--- src/clock_divider_pkg.sv ---
// Purpose: Shared constants and carrier types for the system clock divider
// Assumes: One 50 MHz core clock; derived clocks are expressed as enable pulses
// Notes: Recovery delay is long; the top module exposes it as a parameter
package clock_divider_pkg;

  localparam int unsigned CORE_CLK_HZ = 50_000_000;
  // Power-on delay, typical figure in microseconds (5 to 6 ms band, lower edge)
  localparam int unsigned POR_DELAY_US = 5_000;
  localparam int unsigned POR_DELAY_CYCLES = (POR_DELAY_US * (CORE_CLK_HZ / 1_000_000));

  // Stop-recovery control field positions
  localparam int unsigned PRESCALE_BIT = 0;
  localparam int unsigned RECOVERY_DELAY_BIT = 5;
  localparam logic [7:0] STOP_RECOVERY_RESET = 8'h20;

  // Option byte 1 field position for the divide-by-1/2 choice
  localparam int unsigned DIV2_OPTION_BIT = 2;

  localparam int unsigned PRESCALE_RATIO = 16;

  typedef enum logic [1:0] {
    RUN_ST = 2'b00,
    HALT_ST = 2'b01,
    STOP_ST = 2'b11,
    WAKE_ST = 2'b10
  } power_state_t;

  typedef struct packed {
    logic system_tick;
    logic halt_interrupt_tick;
    logic oscillator_enable;
    logic cpu_running;
  } clock_out_t;

endpackage

--- src/system_clock_divider.sv ---
// Purpose: Derive system and halt interrupt clock enables from the oscillator input
// Assumes: oscillator_input is asynchronous to CORE_CLK and much slower than it
// Notes: Derived clocks are one-cycle enables, so no gated clock leaves this block
//
// What this block does
// - CPU and peripherals run on derived system clock
// - Interrupt logic keeps running in halt
// - Option bit selects divide by one or two
// - Control bit 0 adds divide-by-16 stage
// - Reset and stop recovery clear prescaler enable
// - Control bit 5 selects stop wake delay
// - Without delay, execution resumes at once
// - Recovery delay equals power-on delay, 5-6 ms
// - Halt stops CPU clock, oscillator keeps running
// - Stop halts clocks and oscillator until wake
module system_clock_divider #(
  parameter int unsigned RECOVERY_CYCLES = clock_divider_pkg::POR_DELAY_CYCLES
) (
  input wire logic CORE_CLK,
  input wire logic RST,
  input wire logic OSCILLATOR_INPUT,
  input wire logic [7:0] OPTION_BYTE1,
  input wire logic [7:0] CONTROL_WDATA,
  input wire logic CONTROL_WRITE,
  input wire logic HALT_REQ,
  input wire logic STOP_REQ,
  input wire logic INTERRUPT_WAKE,
  input wire logic STOP_RECOVERY_EVENT,
  output logic [7:0] STOP_RECOVERY_CONTROL,
  output logic OSCILLATOR_OUTPUT,
  output clock_divider_pkg::clock_out_t CLOCKS,
  output logic [1:0] POWER_STATE
);
  import clock_divider_pkg::*;

  ////////////////////////////////////////////////////////////////////////////
  // Elaboration checks

  // A zero delay would underflow the down-counter load to all ones
  if (RECOVERY_CYCLES < 1) begin : g_bad_recovery
    $error("RECOVERY_CYCLES must be at least one");
  end

  // The prescaler counter is four bits wide and wraps on its own
  if (PRESCALE_RATIO != 16) begin : g_bad_ratio
    $error("PRESCALE_RATIO must be sixteen");
  end

  ////////////////////////////////////////////////////////////////////////////
  // Oscillator synchroniser and rising-edge detect

  logic osc_meta;
  logic osc_sync;
  logic osc_prev;
  logic osc_edge;
  power_state_t state;

  // Two flops before anything reads the pin
  always_ff @(posedge CORE_CLK) begin
    if (RST) begin
      osc_meta <= 1'b0;
      osc_sync <= 1'b0;
    end else begin
      osc_meta <= OSCILLATOR_INPUT;
      osc_sync <= osc_meta;
    end
  end

  // Reset low matches the idle source, so no false edge follows reset
  always_ff @(posedge CORE_CLK) begin
    if (RST) begin
      osc_prev <= 1'b0;
    end else begin
      osc_prev <= osc_sync;
    end
  end

  // Edges are ignored while stopped: the oscillator is considered off
  assign osc_edge = osc_sync & ~osc_prev & (state != STOP_ST);

  ////////////////////////////////////////////////////////////////////////////
  // Divide-by-1/2 stage

  logic div2_phase;
  logic stage1_tick;

  always_ff @(posedge CORE_CLK) begin
    if (RST) begin
      div2_phase <= 1'b0;
    end else if (osc_edge) begin
      div2_phase <= ~div2_phase;
    end
  end

  // Option bit set passes every edge, clear takes every second edge
  assign stage1_tick = osc_edge & (OPTION_BYTE1[DIV2_OPTION_BIT] | div2_phase);

  ////////////////////////////////////////////////////////////////////////////
  // Stop-recovery control register and divide-by-16 prescaler

  logic prescale_active;
  logic [3:0] prescale_count;
  logic chain_tick;
  logic wake_event;

  assign wake_event = (state == STOP_ST) & STOP_RECOVERY_EVENT;

  always_ff @(posedge CORE_CLK) begin
    if (RST) begin
      STOP_RECOVERY_CONTROL <= STOP_RECOVERY_RESET;
    end else if (wake_event) begin
      STOP_RECOVERY_CONTROL[PRESCALE_BIT] <= 1'b0;
    end else if (CONTROL_WRITE) begin
      STOP_RECOVERY_CONTROL <= CONTROL_WDATA;
    end
  end

  // The requested enable is adopted on the next stage-one tick while the prescaler is off,
  // and only when it wraps while on, so a half-counted period never becomes a short derived clock
  always_ff @(posedge CORE_CLK) begin
    if (RST) begin
      prescale_active <= 1'b0;
      prescale_count <= 4'h0;
    end else if (wake_event) begin
      prescale_active <= 1'b0;
      prescale_count <= 4'h0;
    end else if (stage1_tick) begin
      prescale_count <= prescale_count + 4'h1;
      if (!prescale_active || prescale_count == 4'(PRESCALE_RATIO - 1)) begin
        prescale_active <= STOP_RECOVERY_CONTROL[PRESCALE_BIT];
        prescale_count <= 4'h0;
      end
    end
  end

  assign chain_tick = stage1_tick &
    (!prescale_active || prescale_count == 4'(PRESCALE_RATIO - 1));

  ////////////////////////////////////////////////////////////////////////////
  // Power state: run, halt, stop and delayed wake

  logic [31:0] wake_count;

  always_ff @(posedge CORE_CLK) begin
    if (RST) begin
      state <= RUN_ST;
    end else begin
      case (state)
        RUN_ST: begin
          if (STOP_REQ) begin
            state <= STOP_ST;
          end else if (HALT_REQ) begin
            state <= HALT_ST;
          end
        end
        HALT_ST: begin
          if (INTERRUPT_WAKE) begin
            state <= RUN_ST;
          end
        end
        STOP_ST: begin
          if (STOP_RECOVERY_EVENT) begin
            if (STOP_RECOVERY_CONTROL[RECOVERY_DELAY_BIT]) begin
              state <= WAKE_ST;
            end else begin
              state <= RUN_ST;
            end
          end
        end
        WAKE_ST: begin
          if (wake_count == 32'h0) begin
            state <= RUN_ST;
          end
        end
        default: begin
          state <= RUN_ST;
        end
      endcase
    end
  end

  // Counted on the core clock, as the power-on timer is; loaded with one
  // less than the delay because the exit cycle itself is part of it
  always_ff @(posedge CORE_CLK) begin
    if (RST) begin
      wake_count <= 32'h0;
    end else if (wake_event && STOP_RECOVERY_CONTROL[RECOVERY_DELAY_BIT]) begin
      wake_count <= 32'(RECOVERY_CYCLES - 1);
    end else if (state == WAKE_ST && wake_count != 32'h0) begin
      wake_count <= wake_count - 32'h1;
    end
  end

  ////////////////////////////////////////////////////////////////////////////
  // Registered outputs

  always_ff @(posedge CORE_CLK) begin
    if (RST) begin
      CLOCKS <= '0;
    end else begin
      CLOCKS.system_tick <= chain_tick & (state == RUN_ST);
      CLOCKS.halt_interrupt_tick <= chain_tick & (state == HALT_ST);
      CLOCKS.oscillator_enable <= (state != STOP_ST);
      CLOCKS.cpu_running <= (state == RUN_ST);
    end
  end

  // Feedback to the far side is silenced with the oscillator in stop
  always_ff @(posedge CORE_CLK) begin
    if (RST) begin
      OSCILLATOR_OUTPUT <= 1'b0;
    end else begin
      OSCILLATOR_OUTPUT <= ~osc_sync & (state != STOP_ST);
    end
  end

  always_ff @(posedge CORE_CLK) begin
    if (RST) begin
      POWER_STATE <= 2'h0;
    end else begin
      POWER_STATE <= state;
    end
  end

endmodule

--- config.mk ---
export PLATFORM = sky130hd
export DESIGN_NAME = system_clock_divider
export DESIGN_NICKNAME = d
export VERILOG_FILES = /design/src/clock_divider_pkg.sv /design/src/system_clock_divider.sv
export SDC_FILE = /design/constraint.sdc
export NUM_CORES = 1
export LEC_CHECK = 0
export ABC_CLOCK_PERIOD_IN_PS = 5600
export BUFFER_PORTS_ARGS = -buffer_cell sky130_fd_sc_hd__buf_2
export CORE_UTILIZATION = 50
export CTS_CLUSTER_SIZE = 40
export DETAILED_ROUTE_END_ITERATION = 6
export PLACE_DENSITY = 0.8
export SKIP_CTS_REPAIR_TIMING = 1
export SKIP_LAST_GASP = 1
export SLEW_MARGIN = 40
export SYNTH_ARGS = -nofsm -noshare
export SYNTH_HDL_FRONTEND = slang
export SYNTH_SLANG_ARGS = --single-unit
--- constraint.sdc ---
create_clock -name CORE_CLK -period 5.6 [get_ports CORE_CLK]
set_input_delay 1.12 -clock CORE_CLK [delete_from_list [all_inputs] [get_ports CORE_CLK]]
set_output_delay 1.12 -clock CORE_CLK [all_outputs]
set_load 0.005 [all_outputs]
==> results of run 1 <==
## routing by layer
layer | vias up | routed length [um] | part of all wire [%] | GRT usage [%]
met5 | - | 0 | 0 | 0
met4 | 0 | 64 | 1.2 | 7.34
met3 | 6 | 238 | 4.3 | 6.91
met2 | 31 | 2550 | 46 | 32.8
met1 | 1108 | 2630 | 48 | 28.3
li1 | 1177 | - | - | -
## critical path: stages (launching register included)
cell and delay (ns):
dfxtp_1 0.35, or4_4 0.58, or4_4 0.53, o31ai_4 0.59, buf_4 0.39, or4_1 0.18, a31oi_1 0.08
## cell usage in the layout (no fill, tap or decap), drive strengths merged, types with 2 or more instances in the layout
cell type  instances
xor2               2
clkinv             2
nand2b             5
a21oi             28
nor3               5
or3               20
nand2             22
inv                3
nor4               6
nor2b              9
and3               2
o21ai             15
clkbuf            12
dfxtp             58
a31oi              9
nand3             13
bufinv             2
nor3b              2
nand4              5
buf               33
nor2              16
o21a               2
or4               21
ha                 3
o31ai             13
or2                7
o41ai              3
xnor2              3
mux2i              3
## state kept, by name (all words and copies together), names as in the netlist
name,count
osc_meta,1
OSCILLATOR_OUTPUT,1
wake_count,32
prescale_active,1
STOP_RECOVERY_CONTROL,8
CLOCKS,4
POWER_STATE,2
osc_prev,1
state,2
div2_phase,1
osc_sync,1
prescale_count,4
## final cells by class
class	instances	area, um2
multi-input cells	222	1370
fillers	424	1860
well taps	67	83.8
clock buffers	12	155
clock inverters	4	73.8
flip-flops and latches	58	1160
repair buffers	33	174
inverters	3	11.3
## power by group
part	leakage, nW	switching (W)	internal, W
Sequential	0.474	0.000115	0.000530
Combinational	0.589	0.000623	0.000386
Clock	0.117	0.000165	0.000275
Total	1.18	0.000903	0.00119
## per-stage QoR
| step | power, W | hold slack, ns | setup WS [ns] | std cells |
|---|---|---|---|---|
| 6_report | 0.00209 | 0.453 | 2.75 | 399 |
| 4_1_cts | 0.00209 | 0.457 | 2.77 | 399 |
| 5_1_grt | 0.00227 | 0.465 | 2.59 | 399 |
| 3_5_place_dp | 0.00164 | 0.441 | 2.61 | 383 |
| 2_1_floorplan | 0.00146 | 0.414 | 3.19 | 300 |
| 3_3_place_gp | 0.00159 | 0.419 | 2.55 | 382 |
## logic make-up (layout without fill, tap and decap cells)
family	count (synthesis)	count (layout)	synth area share [%]
AO/OA/AOI/OAI	75	75	17.9
AND/OR/NAND/NOR	136	136	30.0
buffers and inverters	20	52	3.58
flip-flops	58	58	44.3
XOR/XNOR	5	5	1.67
adder cells (fa/ha/maj)	3	3	1.43
multiplexers	3	3	1.15
## how the worst max path moves through the flow
stage / start / endpoint / slack, ns / cells past startpoint
2_1_floorplan: wake_count[12] / wake_count[30] / 3.19 / 6
3_3_place_gp: wake_count[12] / wake_count[1] / 2.55 / 6
3_5_place_dp: STOP_RECOVERY_EVENT / wake_count[5] / 2.61 / 5
4_1_cts: wake_count[12] / wake_count[3] / 2.77 / 6
5_1_grt: wake_count[12] / wake_count[7] / 2.59 / 6
6_report: wake_count[12] / wake_count[3] / 2.75 / 6
==> run metrics, run 1 <==
Cell Area, Placed 0.00280 mm2; final HPWL from detailed placement around 3700 um; #FFs+latches synth a little under 60; fin area ~0.0030 mm2; syn nets ~330; Core Util, Final around 62%; Peak VDD IR ~0.45 mV; hold path start osc_meta; die height 74.4 um; CTS buffer count 9; worst skew pair latency 0.35 ns; CP Data Required Time ~5.8 ns; Synth top area share between 40% and 50%; Setup crit start kind flop; ratio of cells with drive above 1 in the final layout between 15 and 20%; Seq/Total Area, Yosys between 40% and 50%; # DRC 0; synth top area cells dfxtp_1, or4_1, a21oi_1, or3_1, o31ai_1; hold path depth 1; Die Span X ~74 um; IO Count 39; Max-cap violations 0; post-route clock period utilization between 50% and 60%; Final Hold Violating Endpoints 0; Total Routed Length between 5000 and 6000 um; TNS Setup 0 ns; largest net degree at the start of global routing 33; clock sinks 58; CTS Root Cell clkbuf_8; Reg2Reg Launch Point wake_count[12]; crit path capture type flop; area leader, netlist dfxtp_1; initial antenna violation count 0; top cells by count, synth dfxtp_1, a21oi_1, nand2_1; Worst EP arrival about 3.0 ns; clock skew roughly 0.0095 ns; top-count cell post-synth dfxtp_1; DRT Pass-1 Iters 4; CTS tree yes; row count 25; gr usage total 21.4%; Layout area overhead 15.4%; Buffers on Ports 31; vias in the first global route between 2k and 2.5k; Initial Util a little over half; f_max approximately 0.35 GHz; DRT antenna net count 0; WL/cell 13.7 um; Clock Pin Slew Worst Setup and Hold Paths roughly 0.060 ns; via/cell ratio slightly below 6; CP Class reg2reg; RSZ-0062 raised after global routing false; ys async rst share 0%; H-tree depth 3; R2R depth 6; worst-margin pin slew ~0.81 ns; Via Count between 2k and 2.5k; RR Endpoint wake_count[3]; Max-slew headroom between 40% and 50%; Worst Hold Class reg2reg; Hold EP osc_sync; minimum clock period approximately 2.8 ns; Syn Area/Cell ~8.7 um2; Die Area ~0.0055 mm2; Pleak roughly 1.2 nW; Slew Limit Fails 0; grt ovf 0; Pwr Density 692 mW/mm2; Ys Warns 0; Core ar. 0.00488 mm2; synth unique cells 42; first-iteration detailed-routing DRC count 142; global-route wire length before repair 9070 um; FF-to-FF setup slack ~2.8 ns; mapped cell area 0.00262 mm2; NumNets Final ~350; worst-path fanout max 32; Post-synth top flop dfxtp_1; status finished, final reports clean; setup violators final 0; Inserted Diodes 0; Max Buffers Root-to-Sink 2; cell count after synthesis 300; number of synthesized flops with an enable pin 0; GP Congestion 0.813
(Power assumes the default switching activity.)
==> run 2: changes to the inputs <==
ABC_CLOCK_PERIOD_IN_PS = 2400   (was 5600)
PLACE_DENSITY = 0.83   (was 0.8)
clock period = 2.4 ns   (was 5.6 ns; I/O delays follow)
==> run 2 against run 1 <==
  * The run now ends with setup timing left
  * Register-to-register slack got worse by 2.8 ns
  * Clock-buffer cell count did not move
  * Flip-flop and latch count did not move
  * Largest cell class unchanged
==> run metrics, run 2 (synthesized netlist as in run 1, its figures left out) <==
Largest regs wake_count x32, STOP_RECOVERY_CONTROL x8; via/cell ratio between 5 and 6; Core ar. between 0.004 and 0.005 mm2; Worst EP arrival 2.66 ns; Pleak approximately 1.3 nW; CTS buffer count 9; status finished with violations; Via Count 2440; DRT Pass-1 Iters 4; CP Data Required Time roughly 2.7 ns; row count 25; most frequent cells in the layout dfxtp_1, buf_2, a21oi_1; WL/cell 14.7 um; DP Cell Count 400; Pwr Density ~1700 mW/mm2; Die Area ~0.0055 mm2; commonest non-fill, non-tap cell in the layout dfxtp_1; H-tree depth 3; Overall Power 0.00541 W; pre-CTS setup slack -0.00531 ns; Cell Area, Placed between 0.002 and 0.003 mm2; grt ovf 0; setup violators final 1; failing checks setup timing; worst-margin pin slew roughly 0.54 ns; Slew Limit Fails 0; clock sinks a little under 60; Peak VDD IR between 0.7 and 0.8 mV; largest net degree at the start of global routing 31; Worst Hold Slack between 0.3 and 0.4 ns; Worst Hold Class in2reg; FF-to-FF setup slack -0.001 ns; CTS tree yes; DRT antenna net count 0; clock skew 0.00582 ns; worst skew pair latency about 0.35 ns; Cell Count, Final, Fillers Out 420; final HPWL from detailed placement 3830 um; die height 74.4 um; Total Routed Length around 6000 um; FF/Latch Area 0.00116 mm2; Die Span X 74.4 um; Inserted Diodes 0; ratio of cells with drive above 1 in the final layout ~23%; GP Congestion 0.808; NumNets Final 376; IO Count 39; initial antenna violation count 0; post-route clock period utilization 100%; Final WS setup -0.00146 ns; f_max about 0.42 GHz; minimum clock period 2.40 ns; Initial Util about 54%; # DRC 0; global-route wire length before repair just under 10000 um; vias in the first global route about 2.2k; Largest register FFs 32; CP Class reg2reg; Max-slew headroom 63.4%; Setup crit start kind flop; Clock Pin Slew Worst Setup and Hold Paths roughly 0.06 ns; worst-path fanout max 10; RSZ-0062 raised after global routing true; Max-cap violations 0; number of fill cells in the layout roughly 400; fin area around 0.0032 mm2; CTS Root Cell clkbuf_8; Max Buffers Root-to-Sink 2; gr usage total 23.1%; first-iteration detailed-routing DRC count 130; multi-input logic area around 0.0014 mm2; Buffers on Ports 31; Biggest register wake_count; Final Hold Violating Endpoints 0; crit path capture type flop; Layout area overhead 21.1%
[run 2: power breakdown]
part	switching [W]	internal, W	total, W	leakage (nW)
logic	0.00165	0.00138	0.00302	0.702
clock network	0.000384	0.000499	0.000883	0.0962
registers	0.000270	0.00124	0.00150	0.474
[run 2: routing by layer]
layer  wire length [um]  global-route usage [%]  vias to the layer above
met5                  0                       0                        -
met4                175                    15.5                        0
met3                127                    3.79                       17
met2               3020                    36.2                       27
met1               2840                    29.1                     1171
li1                   -                       -                     1225
[run 2: area by class of cell]
cell class | instances | share of cell area, %
Tap cell | 67 | 2.64
Multi-Input combinational cell | 222 | 43.4
Clock inverter | 3 | 1.26
Inverter | 3 | 0.355
Timing Repair Buffer | 55 | 11.2
Sequential cell | 58 | 36.6
Clock buffer | 12 | 4.58
[run 2: stage by stage]
stage / util [%] / setup TNS [ns]
floorplan: - / 0
global placement: 59.8 / 0
detailed placement: 59.8 / -0.00762
CTS: 63.6 / -0.0398
global route: 65.0 / -1.33
finish: 65.0 / -0.00146
[run 2: critical path: stages, from the launching register on]
cell	delay, ns
dfxtp_1	0.31
or4_4	0.53
or4_4	0.50
buf_4	0.16
o31ai_4	0.23
buf_4	0.16
buf_4	0.14
o41ai_1	0.10
a21oi_1	0.19
[run 2: worst paths after layout]
| path | endpoint | cells after the start | start |
|---|---|---|---|
| max reg2reg | wake_count[11] | 8 | wake_count[17] |
| min | osc_meta | 2 | OSCILLATOR_INPUT |
| max | wake_count[11] | 8 | wake_count[17] |
| min reg2reg | osc_sync | 1 | osc_meta |
==> run 3: changes to the inputs <==
BUFFER_PORTS_ARGS = default   (was -buffer_cell sky130_fd_sc_hd__buf_2)
DONT_BUFFER_PORTS = 1   (was default)
PLACE_DENSITY = 0.77   (was 0.83)
==> run 3 against run 2 <==
  * The flow now finishes without violations
  * Hold slack worse by 0.14 ns
  * Final area fell by 6.2%
  * Clock skew down 0.0011 ns
  * Worst setup slack improved by 0.029 ns
  * Critical endpoint is now wake_count[30]
  * Largest cell class unchanged
  * Largest power group unchanged
==> run metrics, run 3 (synthesized netlist as in run 1, its figures left out) <==
status finished, final reports clean; crit path capture type flop; WL met1 2560 um; RR Endpoint wake_count[30]; DRT Pass-1 Iters 4; CP Buf/Inv Count 0; Die Span X approximately 74 um; Worst Hold Slack 0.207 ns; row count 25; post-route clock period utilization 98.9%; CTS buffer count 9; CP Class reg2reg; die height around 74 um; Crit. path cell count 5; via/cell ratio just under 6; Die Area 0.00553 mm2; worst skew pair latency roughly 0.33 ns; Core Util, Final ~60%; Max Buffers Root-to-Sink 2; CP Data Required Time ~2.7 ns; delay-heaviest family, CP simple AND/OR/NAND/NOR gates; Layout area overhead 13.5%; initial antenna violation count 0; NumNets Final around 340; Slew Limit Fails 0; Largest regs wake_count x32, STOP_RECOVERY_CONTROL x8; critical path, cell by cell or4_1 > or4_4 > or2_4 > or4_1 > a21oi_1; Max-slew headroom about two thirds; Final Hold Violating Endpoints 0; highest metal used met4; ratio of cells with drive above 1 in the final layout 13.7%; DRT antenna net count 0; Critical Path Max Stage Delay about 0.54 ns; minimum clock period between 2 and 2.5 ns; RSZ-0062 raised after global routing true; FF-to-FF setup slack ~0.027 ns; R2R depth 5; Buffers on Ports 0; Inserted Diodes 0; Pleak 1.11 nW; most frequent cells in the layout dfxtp_1, a21oi_1, nand2_1; Core ar. between 0.004 and 0.005 mm2; met3 WL 253 um; Worst EP arrival 2.64 ns; DP Cell Count roughly 370; Initial Util a little over half; Max-cap violations 0; grt ovf 0; final HPWL from detailed placement 3750 um; gr usage total between 20% and 30%; number of fill cells in the layout 423; Cell Count, Final, Fillers Out 381; Largest register FFs 32; largest net degree at the start of global routing 32; GP Congestion around 0.8; worst-path fanout max 9; Pwr Density roughly 1700 mW/mm2; worst-margin pin slew 0.523 ns; Setup crit start kind flop; CTS Root Cell clkbuf_8; most used cell, CP or4_1; Via Count 2258; Biggest register wake_count; crit path capture wake_count[30]; H-tree depth 3; commonest non-fill, non-tap cell in the layout dfxtp_1; clock skew roughly 0.0047 ns; first-iteration detailed-routing DRC count about 110; wire length on met2 2610 um; Total Routed Length ~5500 um; Reg2Reg Launch Point wake_count[17]; global-route wire length before repair roughly 9000 um; # DRC 0; clock sinks between 50 and 60; worst setup path startpoint wake_count[17]; Overall Power ~0.0051 W; Peak VDD IR around 1.1 mV; f_max 0.421 GHz; Cell Area, Placed 0.00273 mm2; IO Count 39; fin area 0.00297 mm2; WL/cell ~14 um; Clock Pin Slew Worst Setup and Hold Paths around 0.070 ns; hold path depth 1; vias in the first global route roughly 2k; Critical-path top delay cell or4_1; setup violators final 0; CTS tree yes; Worst Hold Class in2reg
[run 3: cell count changes in the layout (fill, tap and decap cells not counted), moves of 2 or more]
cell,before,now
clkbuf_8,10,12
buf_4,20,15
buf_2,31,0
buf_6,3,0
clkbuf_1,2,0
[run 3: power by group]
| group | leakage, nW | internal, W | total (W) | switching (W) |
|---|---|---|---|---|
| registers | 0.474 | 0.00124 | 0.00149 | 0.000260 |
| logic | 0.517 | 0.00109 | 0.00259 | 0.00150 |
| clock network | 0.119 | 0.000668 | 0.00106 | 0.000392 |
[run 3: through the flow]
step	setup slack, ns	setup TNS [ns]
floorplan	0.0206	0
global placement	0.00443	0
detailed placement	-0.0318	-0.0318
CTS	-0.0460	-0.0815
global route	-0.0682	-0.543
finish	0.0272	0
[run 3: layout make-up]
type / instances / area (um2) / area share, %
clock buffer: 12 / 165 / 5.55
clock inverter: 4 / 72.6 / 2.44
inverter: 3 / 11.3 / 0.379
multi-input combinational: 222 / 1370 / 46.0
sequential: 58 / 1160 / 39.0
tap: 67 / 83.8 / 2.82
timing repair buffer: 15 / 113 / 3.79
[run 3: worst min-delay path by stage]
| stage | from | to | slack [ns] |
|---|---|---|---|
| after floorplan | osc_meta | osc_sync | 0.41 |
| after global placement | osc_meta | osc_sync | 0.42 |
| after detailed placement | osc_meta | osc_sync | 0.43 |
| after CTS | RST | wake_count[16] | 0.19 |
| after global routing | RST | wake_count[2] | 0.19 |
| final | RST | wake_count[15] | 0.21 |
[run 3: layer usage]
layer  global-route usage (%)  vias up
met5                        0        -
met4                     8.39        0
met3                     7.32        9
met2                     33.2       47
met1                     27.7     1058
li1                         -     1144
[run 3: worst register-to-register path, cell delays in order (launching register included)]
cell and delay (ns):
dfxtp_1 0.31, or4_1 0.54, or4_4 0.54, or2_4 0.31, or4_1 0.47, a21oi_1 0.14
